File: config.mk
export PLATFORM = sky130hd
export DESIGN_NAME = tss_task_sync
export DESIGN_NICKNAME = d
export VERILOG_FILES = /design/src/logic/tss_pkg.sv /design/src/logic/tss_tick_div.sv /design/src/logic/tss_sync_monitor.sv /design/src/logic/tss_task_sync.sv
export VERILOG_INCLUDE_DIRS = /design/src /design/src/logic
export SDC_FILE = /design/constraint.sdc
export NUM_CORES = 1
export LEC_CHECK = 0
export ABC_AREA = 1
export BUFFER_PORTS_ARGS = -buffer_cell sky130_fd_sc_hd__buf_2
export CAP_MARGIN = 20
export CORE_AREA = 2 2 185 187
export CTS_CLUSTER_DIAMETER = 30
export DETAILED_ROUTE_END_ITERATION = 12
export DIE_AREA = 0 0 187 189
export HOLD_SLACK_MARGIN = 0.1
export PLACE_DENSITY = 0.68
export SYNTH_ARGS = -nofsm -noshare
export SYNTH_HDL_FRONTEND = slang
export SYNTH_SLANG_ARGS = --single-unit
File: constraint.sdc
create_clock -name core_clk_in -period 5.6 [get_ports core_clk_in]
set_input_delay 0 -clock core_clk_in [delete_from_list [all_inputs] [get_ports core_clk_in]]
set_output_delay 0 -clock core_clk_in [all_outputs]
set_load 0.02 [all_outputs]
File: src/logic/tss_params.svh
`ifndef TSS_PARAMS_SVH
`define TSS_PARAMS_SVH

// clock period and the microsecond timebase derived from it
`define TSS_CLK_PERIOD_NS 5
`define TSS_US_NS 1000
`define TSS_CYC_PER_US ((`TSS_US_NS + `TSS_CLK_PERIOD_NS - 1) / `TSS_CLK_PERIOD_NS)

// control task length in microseconds
`define TSS_TASK_US 10'h3E8

// source selector codes
`define TSS_SEL_AUTO 7'h00
`define TSS_SEL_CAN 7'h01
`define TSS_SEL_SYS 7'h02
`define TSS_SEL_OFF 7'h63
`define TSS_SEL_RST `TSS_SEL_CAN

// phase offset limits and reset value in microseconds
`define TSS_OFS_MIN_US 10'h2BC
`define TSS_OFS_MAX_US 10'h384
`define TSS_OFS_RST_US 10'h320

// lock window, missed-sync margin and node number meaning "unset"
`define TSS_LOCK_TOL_US 10'h00A
`define TSS_MISS_MARGIN_US 16'h0064
`define TSS_NODE_NONE 7'h00

// control word fault reset bit
`define TSS_FR_CW_BIT 7

`endif

File: src/logic/tss_pkg.sv
package tss_pkg;

    // source in effect; gray along none -> can -> sys
    typedef enum logic [1:0] {
        TSS_SRC_NONE = 2'b00,
        TSS_SRC_CAN  = 2'b01,
        TSS_SRC_SYS  = 2'b11
    } tss_src_e;

    // secondary bus synchronization setting
    typedef enum logic [1:0] {
        TSS_SYS_OFF   = 2'b00,
        TSS_SYS_SYNC  = 2'b01,
        TSS_SYS_RXPDO = 2'b10
    } tss_sysmode_e;

    typedef struct packed {
        logic [6:0] sel;
        logic [9:0] ofs;
    } tss_cfg_s;

    typedef struct packed {
        logic [15:0] period_us;
        logic [9:0]  pos_us;
        logic        lock;
    } tss_meas_s;

    typedef struct packed {
        logic statemachine;
        logic key_allowed;
        logic din_allowed;
        logic din_hw;
    } tss_fperm_s;

    typedef struct packed {
        logic [7:0] cnt;
        logic       tick;
    } tss_div_s;

    typedef struct packed {
        logic [15:0] elapsed;
        logic [15:0] period;
        logic [9:0]  pos;
        logic        seen;
        logic        lock;
    } tss_mon_s;

    typedef struct packed {
        tss_cfg_s    cfg;
        tss_src_e    src;
        logic [9:0]  task_us;
        logic [1:0]  adj;
        logic        task_tick;
        logic        cw_prev;
        logic        key_prev;
        logic        din_prev;
        logic        fault_reset;
        logic [63:0] pdo_hold;
        logic        pdo_pend;
        logic [63:0] pdo_app;
        logic        pdo_upd;
    } tss_top_s;

endpackage : tss_pkg

File: src/logic/tss_tick_div.sv
`include "tss_params.svh"

module tss_tick_div #(
    parameter int DIV = `TSS_CYC_PER_US
) (
    input  wire logic core_clk_in,
    input  wire logic srst_in,
    output logic      tick_out
);
    import tss_pkg::*;

    tss_div_s state_reg;
    tss_div_s state_next;

    // free-running divider, one-cycle pulse per wrap
    always_comb
    begin
        state_next      = state_reg;
        state_next.tick = 1'b0;
        if (state_reg.cnt == 8'(DIV - 1))
        begin
            state_next.cnt  = 8'h00;
            state_next.tick = 1'b1;
        end
        else
        begin
            state_next.cnt = state_reg.cnt + 8'h01;
        end
    end

    always_ff @(posedge core_clk_in)
    begin
        if (srst_in)
            state_reg <= '0;
        else
            state_reg <= state_next;
    end

    assign tick_out = state_reg.tick;

endmodule : tss_tick_div

File: src/logic/tss_sync_monitor.sv
`include "tss_params.svh"

module tss_sync_monitor (
    input  wire logic              core_clk_in,
    input  wire logic              srst_in,
    input  wire logic              us_tick_in,
    input  wire logic              event_in,
    input  wire logic              selected_in,
    input  wire logic [9:0]        task_pos_in,
    input  wire logic [9:0]        offset_in,
    output tss_pkg::tss_meas_s     meas_out
);
    import tss_pkg::*;

    tss_mon_s    state_reg;
    tss_mon_s    state_next;
    logic [16:0] limit;
    logic        missed;
    logic [9:0]  dev;

    // sync is overdue once the last period plus margin has gone by
    assign limit  = {1'b0, state_reg.period} + {1'b0, `TSS_MISS_MARGIN_US};
    assign missed = state_reg.seen && ({1'b0, state_reg.elapsed} > limit);
    assign dev    = (task_pos_in > offset_in) ? task_pos_in - offset_in : offset_in - task_pos_in;

    always_comb
    begin
        state_next = state_reg;
        if (event_in)
        begin
            state_next.period  = state_reg.elapsed;
            state_next.elapsed = 16'h0000;
            state_next.pos     = task_pos_in;
            state_next.seen    = 1'b1;
        end
        else if (us_tick_in && state_reg.elapsed != 16'hFFFF)
        begin
            state_next.elapsed = state_reg.elapsed + 16'h0001;
        end
        if (!selected_in || missed)
            state_next.lock = 1'b0;
        else if (event_in)
            state_next.lock = state_reg.seen && (dev <= `TSS_LOCK_TOL_US);
    end

    always_ff @(posedge core_clk_in)
    begin
        if (srst_in)
            state_reg <= '0;
        else
            state_reg <= state_next;
    end

    assign meas_out = '{period_us: state_reg.period, pos_us: state_reg.pos, lock: state_reg.lock};

endmodule : tss_sync_monitor

File: src/logic/tss_task_sync.sv
// Function
// - selector codes 0 auto, 2 secondary, 99 off
// - code 1 selects CANopen, reset default
// - auto prefers CANopen, then secondary, else none
// - CANopen active: node above 0, sync PDO
// - secondary active: node above 0, SYNC/RxPDO
// - phase offset 700..900 us, default 800
// - track up to one per mille drift
// - steer task so sync hits offset
// - CANopen sync switchable on and off under auto selection
// - secondary accepts SYNC or RxPDO reference
// - readback of source in effect
// - per-source lock flag, 1 when locked
// - measure sync period in microseconds
// - report sync position within task
// - control word bit 7 fault reset
// - keypad stop resets only when permitted
// - input reset needs permission or hardware
// - hold RxPDO data until SYNC arrives
`include "tss_params.svh"

module tss_task_sync (
    input  wire logic                 core_clk_in,
    input  wire logic                 srst_in,
    // configuration load
    input  wire logic                 cfg_load_in,
    input  wire tss_pkg::tss_cfg_s    cfg_in,
    // CANopen side
    input  wire logic [6:0]           can_node_num_in,
    input  wire logic                 can_sync_pdo_run_in,
    input  wire logic                 can_sync_in,
    input  wire logic                 can_rxpdo_valid_in,
    input  wire logic [63:0]          can_rxpdo_data_in,
    // secondary drive bus side
    input  wire logic [6:0]           sys_node_id_in,
    input  wire tss_pkg::tss_sysmode_e sys_sync_mode_in,
    input  wire logic                 sys_sync_in,
    input  wire logic                 sys_rxpdo_in,
    // fault reset sources
    input  wire logic [15:0]          control_word_in,
    input  wire tss_pkg::tss_fperm_s  fault_perm_in,
    input  wire logic                 key_stop_in,
    input  wire logic                 din_reset_in,
    // readbacks
    output tss_pkg::tss_cfg_s         cfg_out,
    output tss_pkg::tss_src_e         sync_source_in_use_out,
    output logic                      can_active_out,
    output logic                      sys_active_out,
    output tss_pkg::tss_meas_s        can_meas_out,
    output tss_pkg::tss_meas_s        sys_meas_out,
    output logic                      task_tick_out,
    output logic [9:0]                task_pos_us_out,
    output logic [63:0]               app_data_out,
    output logic                      app_update_out,
    output logic                      fault_reset_out
);
    import tss_pkg::*;

    // adjustment codes for the next task length
    localparam logic [1:0] ADJ_NONE  = 2'b00;
    localparam logic [1:0] ADJ_LONG  = 2'b01;
    localparam logic [1:0] ADJ_SHORT = 2'b10;

    tss_top_s   state_reg;
    tss_top_s   state_next;
    logic       us_tick;
    logic       can_act;
    logic       sys_act;
    logic       sys_evt;
    logic       sel_evt;
    tss_src_e   src_pick;
    logic [9:0] task_end;
    logic       sel_ok;
    logic [9:0] ofs_clamp;
    logic       cw_bit;
    logic       cw_rise;
    logic       key_rise;
    logic       din_rise;
    tss_meas_s  can_meas;
    tss_meas_s  sys_meas;

    // microsecond timebase for task counter and period measurement
    tss_tick_div #(
        .DIV (`TSS_CYC_PER_US)
    ) u_us_div (
        .core_clk_in (core_clk_in),
        .srst_in     (srst_in),
        .tick_out    (us_tick)
    );

    assign can_act = (can_node_num_in != `TSS_NODE_NONE) && can_sync_pdo_run_in;

    assign sys_act = (sys_node_id_in != `TSS_NODE_NONE)
                  && ((sys_sync_mode_in == TSS_SYS_SYNC) || (sys_sync_mode_in == TSS_SYS_RXPDO));

    assign sys_evt = ((sys_sync_mode_in == TSS_SYS_SYNC) && sys_sync_in)
                  || ((sys_sync_mode_in == TSS_SYS_RXPDO) && sys_rxpdo_in);

    // source choice; unknown codes fall back to no sync
    always_comb
    begin
        case (state_reg.cfg.sel)
            `TSS_SEL_AUTO:
            begin
                if (can_act)
                    src_pick = TSS_SRC_CAN;
                else if (sys_act)
                    src_pick = TSS_SRC_SYS;
                else
                    src_pick = TSS_SRC_NONE;
            end
            `TSS_SEL_CAN:
                src_pick = TSS_SRC_CAN;
            `TSS_SEL_SYS:
                src_pick = TSS_SRC_SYS;
            default:
                src_pick = TSS_SRC_NONE;
        endcase
    end

    // sync event of whichever source is in effect
    always_comb
    begin
        case (state_reg.src)
            TSS_SRC_CAN:
                sel_evt = can_sync_in;
            TSS_SRC_SYS:
                sel_evt = sys_evt;
            default:
                sel_evt = 1'b0;
        endcase
    end

    // only documented selector codes are taken
    assign sel_ok = (cfg_in.sel == `TSS_SEL_AUTO) || (cfg_in.sel == `TSS_SEL_CAN)
                 || (cfg_in.sel == `TSS_SEL_SYS) || (cfg_in.sel == `TSS_SEL_OFF);

    // offset held inside its legal range
    always_comb
    begin
        if (cfg_in.ofs < `TSS_OFS_MIN_US)
            ofs_clamp = `TSS_OFS_MIN_US;
        else if (cfg_in.ofs > `TSS_OFS_MAX_US)
            ofs_clamp = `TSS_OFS_MAX_US;
        else
            ofs_clamp = cfg_in.ofs;
    end

    // one microsecond per task is exactly one per mille of slew
    always_comb
    begin
        if (state_reg.adj == ADJ_LONG)
            task_end = `TSS_TASK_US;
        else if (state_reg.adj == ADJ_SHORT)
            task_end = `TSS_TASK_US - 10'h002;
        else
            task_end = `TSS_TASK_US - 10'h001;
    end

    // fault reset edges; levels are held by software or switches
    assign cw_bit   = control_word_in[`TSS_FR_CW_BIT];
    assign cw_rise  = cw_bit && !state_reg.cw_prev;
    assign key_rise = key_stop_in && !state_reg.key_prev;
    assign din_rise = din_reset_in && !state_reg.din_prev;

    // next-state logic for the whole block
    always_comb
    begin
        state_next             = state_reg;
        state_next.task_tick   = 1'b0;
        state_next.pdo_upd     = 1'b0;
        state_next.fault_reset = 1'b0;
        state_next.cw_prev     = cw_bit;
        state_next.key_prev    = key_stop_in;
        state_next.din_prev    = din_reset_in;

        // configuration load; bad selector codes keep the old value
        if (cfg_load_in)
        begin
            if (sel_ok)
                state_next.cfg.sel = cfg_in.sel;
            state_next.cfg.ofs = ofs_clamp;
        end

        state_next.src = src_pick;

        // task counter, one step per microsecond
        if (us_tick)
        begin
            if (state_reg.task_us >= task_end)
            begin
                state_next.task_us   = 10'h000;
                state_next.task_tick = 1'b1;
                state_next.adj       = ADJ_NONE;
            end
            else
            begin
                state_next.task_us = state_reg.task_us + 10'h001;
            end
        end

        // late sync lengthens the task, early sync shortens it
        // set after the wrap so a coincident event is not lost
        if (sel_evt)
        begin
            if (state_reg.task_us > state_reg.cfg.ofs)
                state_next.adj = ADJ_LONG;
            else if (state_reg.task_us < state_reg.cfg.ofs)
                state_next.adj = ADJ_SHORT;
            else
                state_next.adj = ADJ_NONE;
        end

        // collect RxPDO data, release on SYNC
        if (can_rxpdo_valid_in)
        begin
            state_next.pdo_hold = can_rxpdo_data_in;
            state_next.pdo_pend = 1'b1;
        end
        // SYNC arrives as a decoded pulse, payload unused
        if (can_sync_in && (state_reg.pdo_pend || can_rxpdo_valid_in))
        begin
            state_next.pdo_app  = can_rxpdo_valid_in ? can_rxpdo_data_in : state_reg.pdo_hold;
            state_next.pdo_upd  = 1'b1;
            state_next.pdo_pend = 1'b0;
        end

        if (fault_perm_in.statemachine && cw_rise)
            state_next.fault_reset = 1'b1;
        if (fault_perm_in.key_allowed && key_rise)
            state_next.fault_reset = 1'b1;
        if ((fault_perm_in.din_allowed || fault_perm_in.din_hw) && din_rise)
            state_next.fault_reset = 1'b1;
    end

    // single register for block state; divider and monitors keep their own
    always_ff @(posedge core_clk_in)
    begin
        if (srst_in)
        begin
            state_reg         <= '0;
            state_reg.cfg.sel <= `TSS_SEL_RST;
            state_reg.cfg.ofs <= `TSS_OFS_RST_US;
        end
        else
        begin
            state_reg <= state_next;
        end
    end

    // CANopen measurement and lock
    // lock per source
    tss_sync_monitor u_can_mon (
        .core_clk_in (core_clk_in),
        .srst_in     (srst_in),
        .us_tick_in  (us_tick),
        .event_in    (can_sync_in),
        .selected_in (state_reg.src == TSS_SRC_CAN),
        .task_pos_in (state_reg.task_us),
        .offset_in   (state_reg.cfg.ofs),
        .meas_out    (can_meas)
    );

    // secondary bus measurement and lock
    tss_sync_monitor u_sys_mon (
        .core_clk_in (core_clk_in),
        .srst_in     (srst_in),
        .us_tick_in  (us_tick),
        .event_in    (sys_evt),
        .selected_in (state_reg.src == TSS_SRC_SYS),
        .task_pos_in (state_reg.task_us),
        .offset_in   (state_reg.cfg.ofs),
        .meas_out    (sys_meas)
    );

    // readbacks straight from registers, except the two live activity qualifiers
    assign cfg_out                = state_reg.cfg;
    assign sync_source_in_use_out = state_reg.src;
    assign can_active_out         = can_act;   // live qualifier, not registered
    assign sys_active_out         = sys_act;
    assign can_meas_out           = can_meas;
    assign sys_meas_out           = sys_meas;
    assign task_tick_out          = state_reg.task_tick;
    assign task_pos_us_out        = state_reg.task_us;
    assign app_data_out           = state_reg.pdo_app;
    assign app_update_out         = state_reg.pdo_upd;
    assign fault_reset_out        = state_reg.fault_reset;

endmodule : tss_task_sync

==> summary.md <==
Routing
- **routed vias** 12240
- **DRC errors left** 0
- **DR vias/cell** 4.964
- **DR WL/cell** 15.57 um
- **drt total wl** 38.39 mm
- **DRT iter0 DRCs** 819
- **1st-pass router iterations** 5
- **Post-DRT Antenna Nets** 0

Finish
- **Largest register FFs** 70
- **Final nets** 2159
- **Non-Filler Cell Area, Final** 17560 um2
- **ANT cells** 0
- **final core utilization** 0.5275
- **fraction of final layout cells with drive strength greater than 1** 0.1972
- **Area growth, synth to finish** 33.64%

Clocking
- **Resized Gates After CTS** 0
- **# clock sinks** 263
- **clk root buf** clkbuf_16
- **clock tree from TritonCTS** done
- **number of post-CTS setup repair buffers** 0
- **number of buffers added by the clock tree synthesis step** 61
- **Clock H-tree levels** 2
- **Clock Latency Late Sink** 610 ps
- **cts hold-fix bufs** 155
- **post-CTS clock slew at the launch and capture registers of the worst setup and hold paths** 40 ps
- **buffer depth of the longest clock path** 3

Setup path
- **category of the most critical setup path** in2reg
- **startpoint types** primary input
- **number of buffer and inverter stages on the critical path** 8
- **sort of element at the end of the critical path** flop
- **crit path DAT** 4060 ps
- **critical path required time** 6150 ps
- **Slowest-stage cell, CP** dlygate4sd3_1
- **critical path's most frequent cell** dlygate4sd3_1
- **maximum fanout encountered on the critical timing path** 10
- **peak per-stage delay on the critical path** 630 ps
- **Worst path top cell family by delay** buffers and inverters
- **cell breakdown of the critical path** dlygate4sd3_1, buf_2, clkinv_1, nor4_1, dlygate4sd3_1, nand2_1, dlygate4sd3_1, inv_1, nand2_1, dlygate4sd3_1, a21oi_1, dlygate4sd3_1

Synthesis
- **cell count after synthesis** 1681
- **primary flip-flop cell chosen by synthesis mapping** dfxtp_1
- **leading area contributor after synthesis** dfxtp_1
- **fraction of registers with async set or reset after synthesis** 0
- **mean post-synth cell area** 7.815 um2
- **area share of the largest cell type after synthesis** 0.4008
- **number of different library cells in the post-synthesis netlist** 41
- **synth warn** 0
- **nets in the synthesized netlist** 1874
- **number of synthesized register bits** 263
- **cell area after synthesis** 13140 um2
- **leading cell types by count after synthesis** dfxtp_1 (263), nand2_1 (216), nor2_1 (170), inv_1 (154), buf_4 (147)
- **top-count cell post-synth** dfxtp_1
- **sequential share of the synthesized area** 0.4008
- **leading cell types by total area after synthesis** dfxtp_1 (40%), buf_4 (8.4%), nand2_1 (6.2%), ha_1 (6.1%), o21ai_0 (5.5%)
- **count of flip-flops with a built-in enable after synthesis** 0

GRT
- **number of antenna violations at the first check in global routing** 0
- **wire length of the first global-routing pass** 61.79 mm
- **Overflow after GRT** 0
- **largest net degree at the start of global routing** 67
- **vias in the first global route** 12390
- **Total GRT Usage** 0.2130

STA
- **final period demand of the worst path** 3509 ps
- **count of final max-slew check failures** 0
- **final-layout setup total negative slack** 0 ps
- **final setup vio count** 0
- **Achievable Freq** 285.0 MHz
- **slew at the pin closest to its max-slew limit** 1036 ps
- **worst clock skew** 20.45 ps
- **RSZ-0062 raised after global routing** no
- **period utilisation layout** 0.6265
- **number of hold violations in the final report** 0
- **relative slew slack** 0.3081

Floorplan
- **Chip Height** 189 um
- **DIE AREA** 35340 um2
- **core region area** 33280 um2
- **die width** 187 um
- **Starting Density** 0.3947
- **I/O pins** 279
- **standard-cell row count** 67

Run status
- **status** completed

Pwr
- **peak ir drop on the vdd network** 282.0 uV
- **Cell Pwr Density** 367.9 nW/um2
- **leakage power** 8.001 nW

Place
- **global placer's final weighted congestion** 0.8834
- **placed cell area** 13740 um2
- **placed wire-length estimate** 24.44 mm
- **count of buffers inserted at the top-level ports** 263

Run
- **reported max-cap violation count** 0

Hold path
- **worst hold path class** in2reg

[kinds of logic after synthesis]
| family | after synthesis | synth area share |
|---|---|---|
| simple gates | 600 | 0.2019 |
| xor+xnor | 35 | 0.02334 |
| buf+inv | 363 | 0.1466 |
| flops | 263 | 0.4008 |
| mux | 64 | 0.04877 |
| compound gates | 290 | 0.1146 |
| fa+ha+maj | 66 | 0.06401 |
[layout by cell type (no fill, tap or decap), types with 9 or more instances in the layout]
| master | Yosys | routed |
|---|---|---|
| nand4_1 | 32 | 32 |
| clkbuf_1 | 41 | 11 |
| o21ai_0 | 145 | 145 |
| inv_1 | 154 | 153 |
| nand2_1 | 216 | 216 |
| a21oi_1 | 112 | 112 |
| nand3_1 | 116 | 116 |
| nor2_1 | 170 | 170 |
| xnor2_1 | 9 | 9 |
| o21ai_1 | 9 | 9 |
| xor2_1 | 26 | 26 |
| buf_2 | 9 | 261 |
| nor3_1 | 29 | 29 |
| dlygate4sd3_1 | 0 | 155 |
| mux2i_1 | 64 | 64 |
| bufinv_16 | 0 | 13 |
| dfxtp_1 | 263 | 263 |
| ha_1 | 64 | 64 |
| clkbuf_16 | 0 | 61 |
[layout make-up]
| class | instances | area, um2 |
|---|---|---|
| fillers | 3006 | 15730 |
| multi-input cells | 1055 | 5946 |
| flip-flops and latches | 263 | 5265 |
| repair buffers | 424 | 2918 |
| clock buffers | 79 | 1664 |
| inverters | 161 | 606.8 |
| clock inverters | 36 | 595.6 |
| well taps | 448 | 560.5 |
[power breakdown]
part | internal (mW) | leakage (nW) | switching [mW]
Combinational | 0.248 | 4.77 | 0.345
Clock | 2.69 | 1.08 | 1.16
Sequential | 1.96 | 2.15 | 0.0495
Total | 4.90 | 8.00 | 1.56
[worst paths after layout]
kind	from	endpoint	slack, ps	cells past startpoint
worst max register to register	u_sys_mon.meas_out[13]	u_sys_mon.meas_out[0]	2770	17
worst min register to register	u_us_div.state_reg[1]	u_us_div.state_reg[1]	440	1
worst max-delay path	cfg_load_in	cfg_out[15]	2090	12
worst min-delay path	control_word_in[7]	state_reg[133]	160	4
[metrics by stage]
| stage | hold slack (ps) | setup WS, ps | cells | total power [mW] |
|---|---|---|---|---|
| after CTS | 117.3 | 2203 | 2466 | 6.496 |
| after detailed placement | 222.2 | 2762 | 2196 | 2.533 |
| after global placement | 214.9 | 2861 | 2196 | 2.520 |
| final | 159.7 | 2091 | 2466 | 6.459 |
| after floorplan | 93.34 | 3271 | 1681 | 2.423 |
| after global routing | 163.6 | 1921 | 2466 | 6.674 |
[tightest hold or removal path, stage by stage]
cell and delay [ps]:
dlygate4sd3_1 520, buf_2 100, inv_1 40, nor2_1 70
[metal layers]
| metal | GRT usage | wire, um |
|---|---|---|
| met5 | 0 | 0 |
| met4 | 0.1084 | 1773 |
| met3 | 0.05023 | 2096 |
| met2 | 0.3686 | 18430 |
| met1 | 0.2461 | 16090 |
No activity file was read; power rests on OpenSTA's default activity.
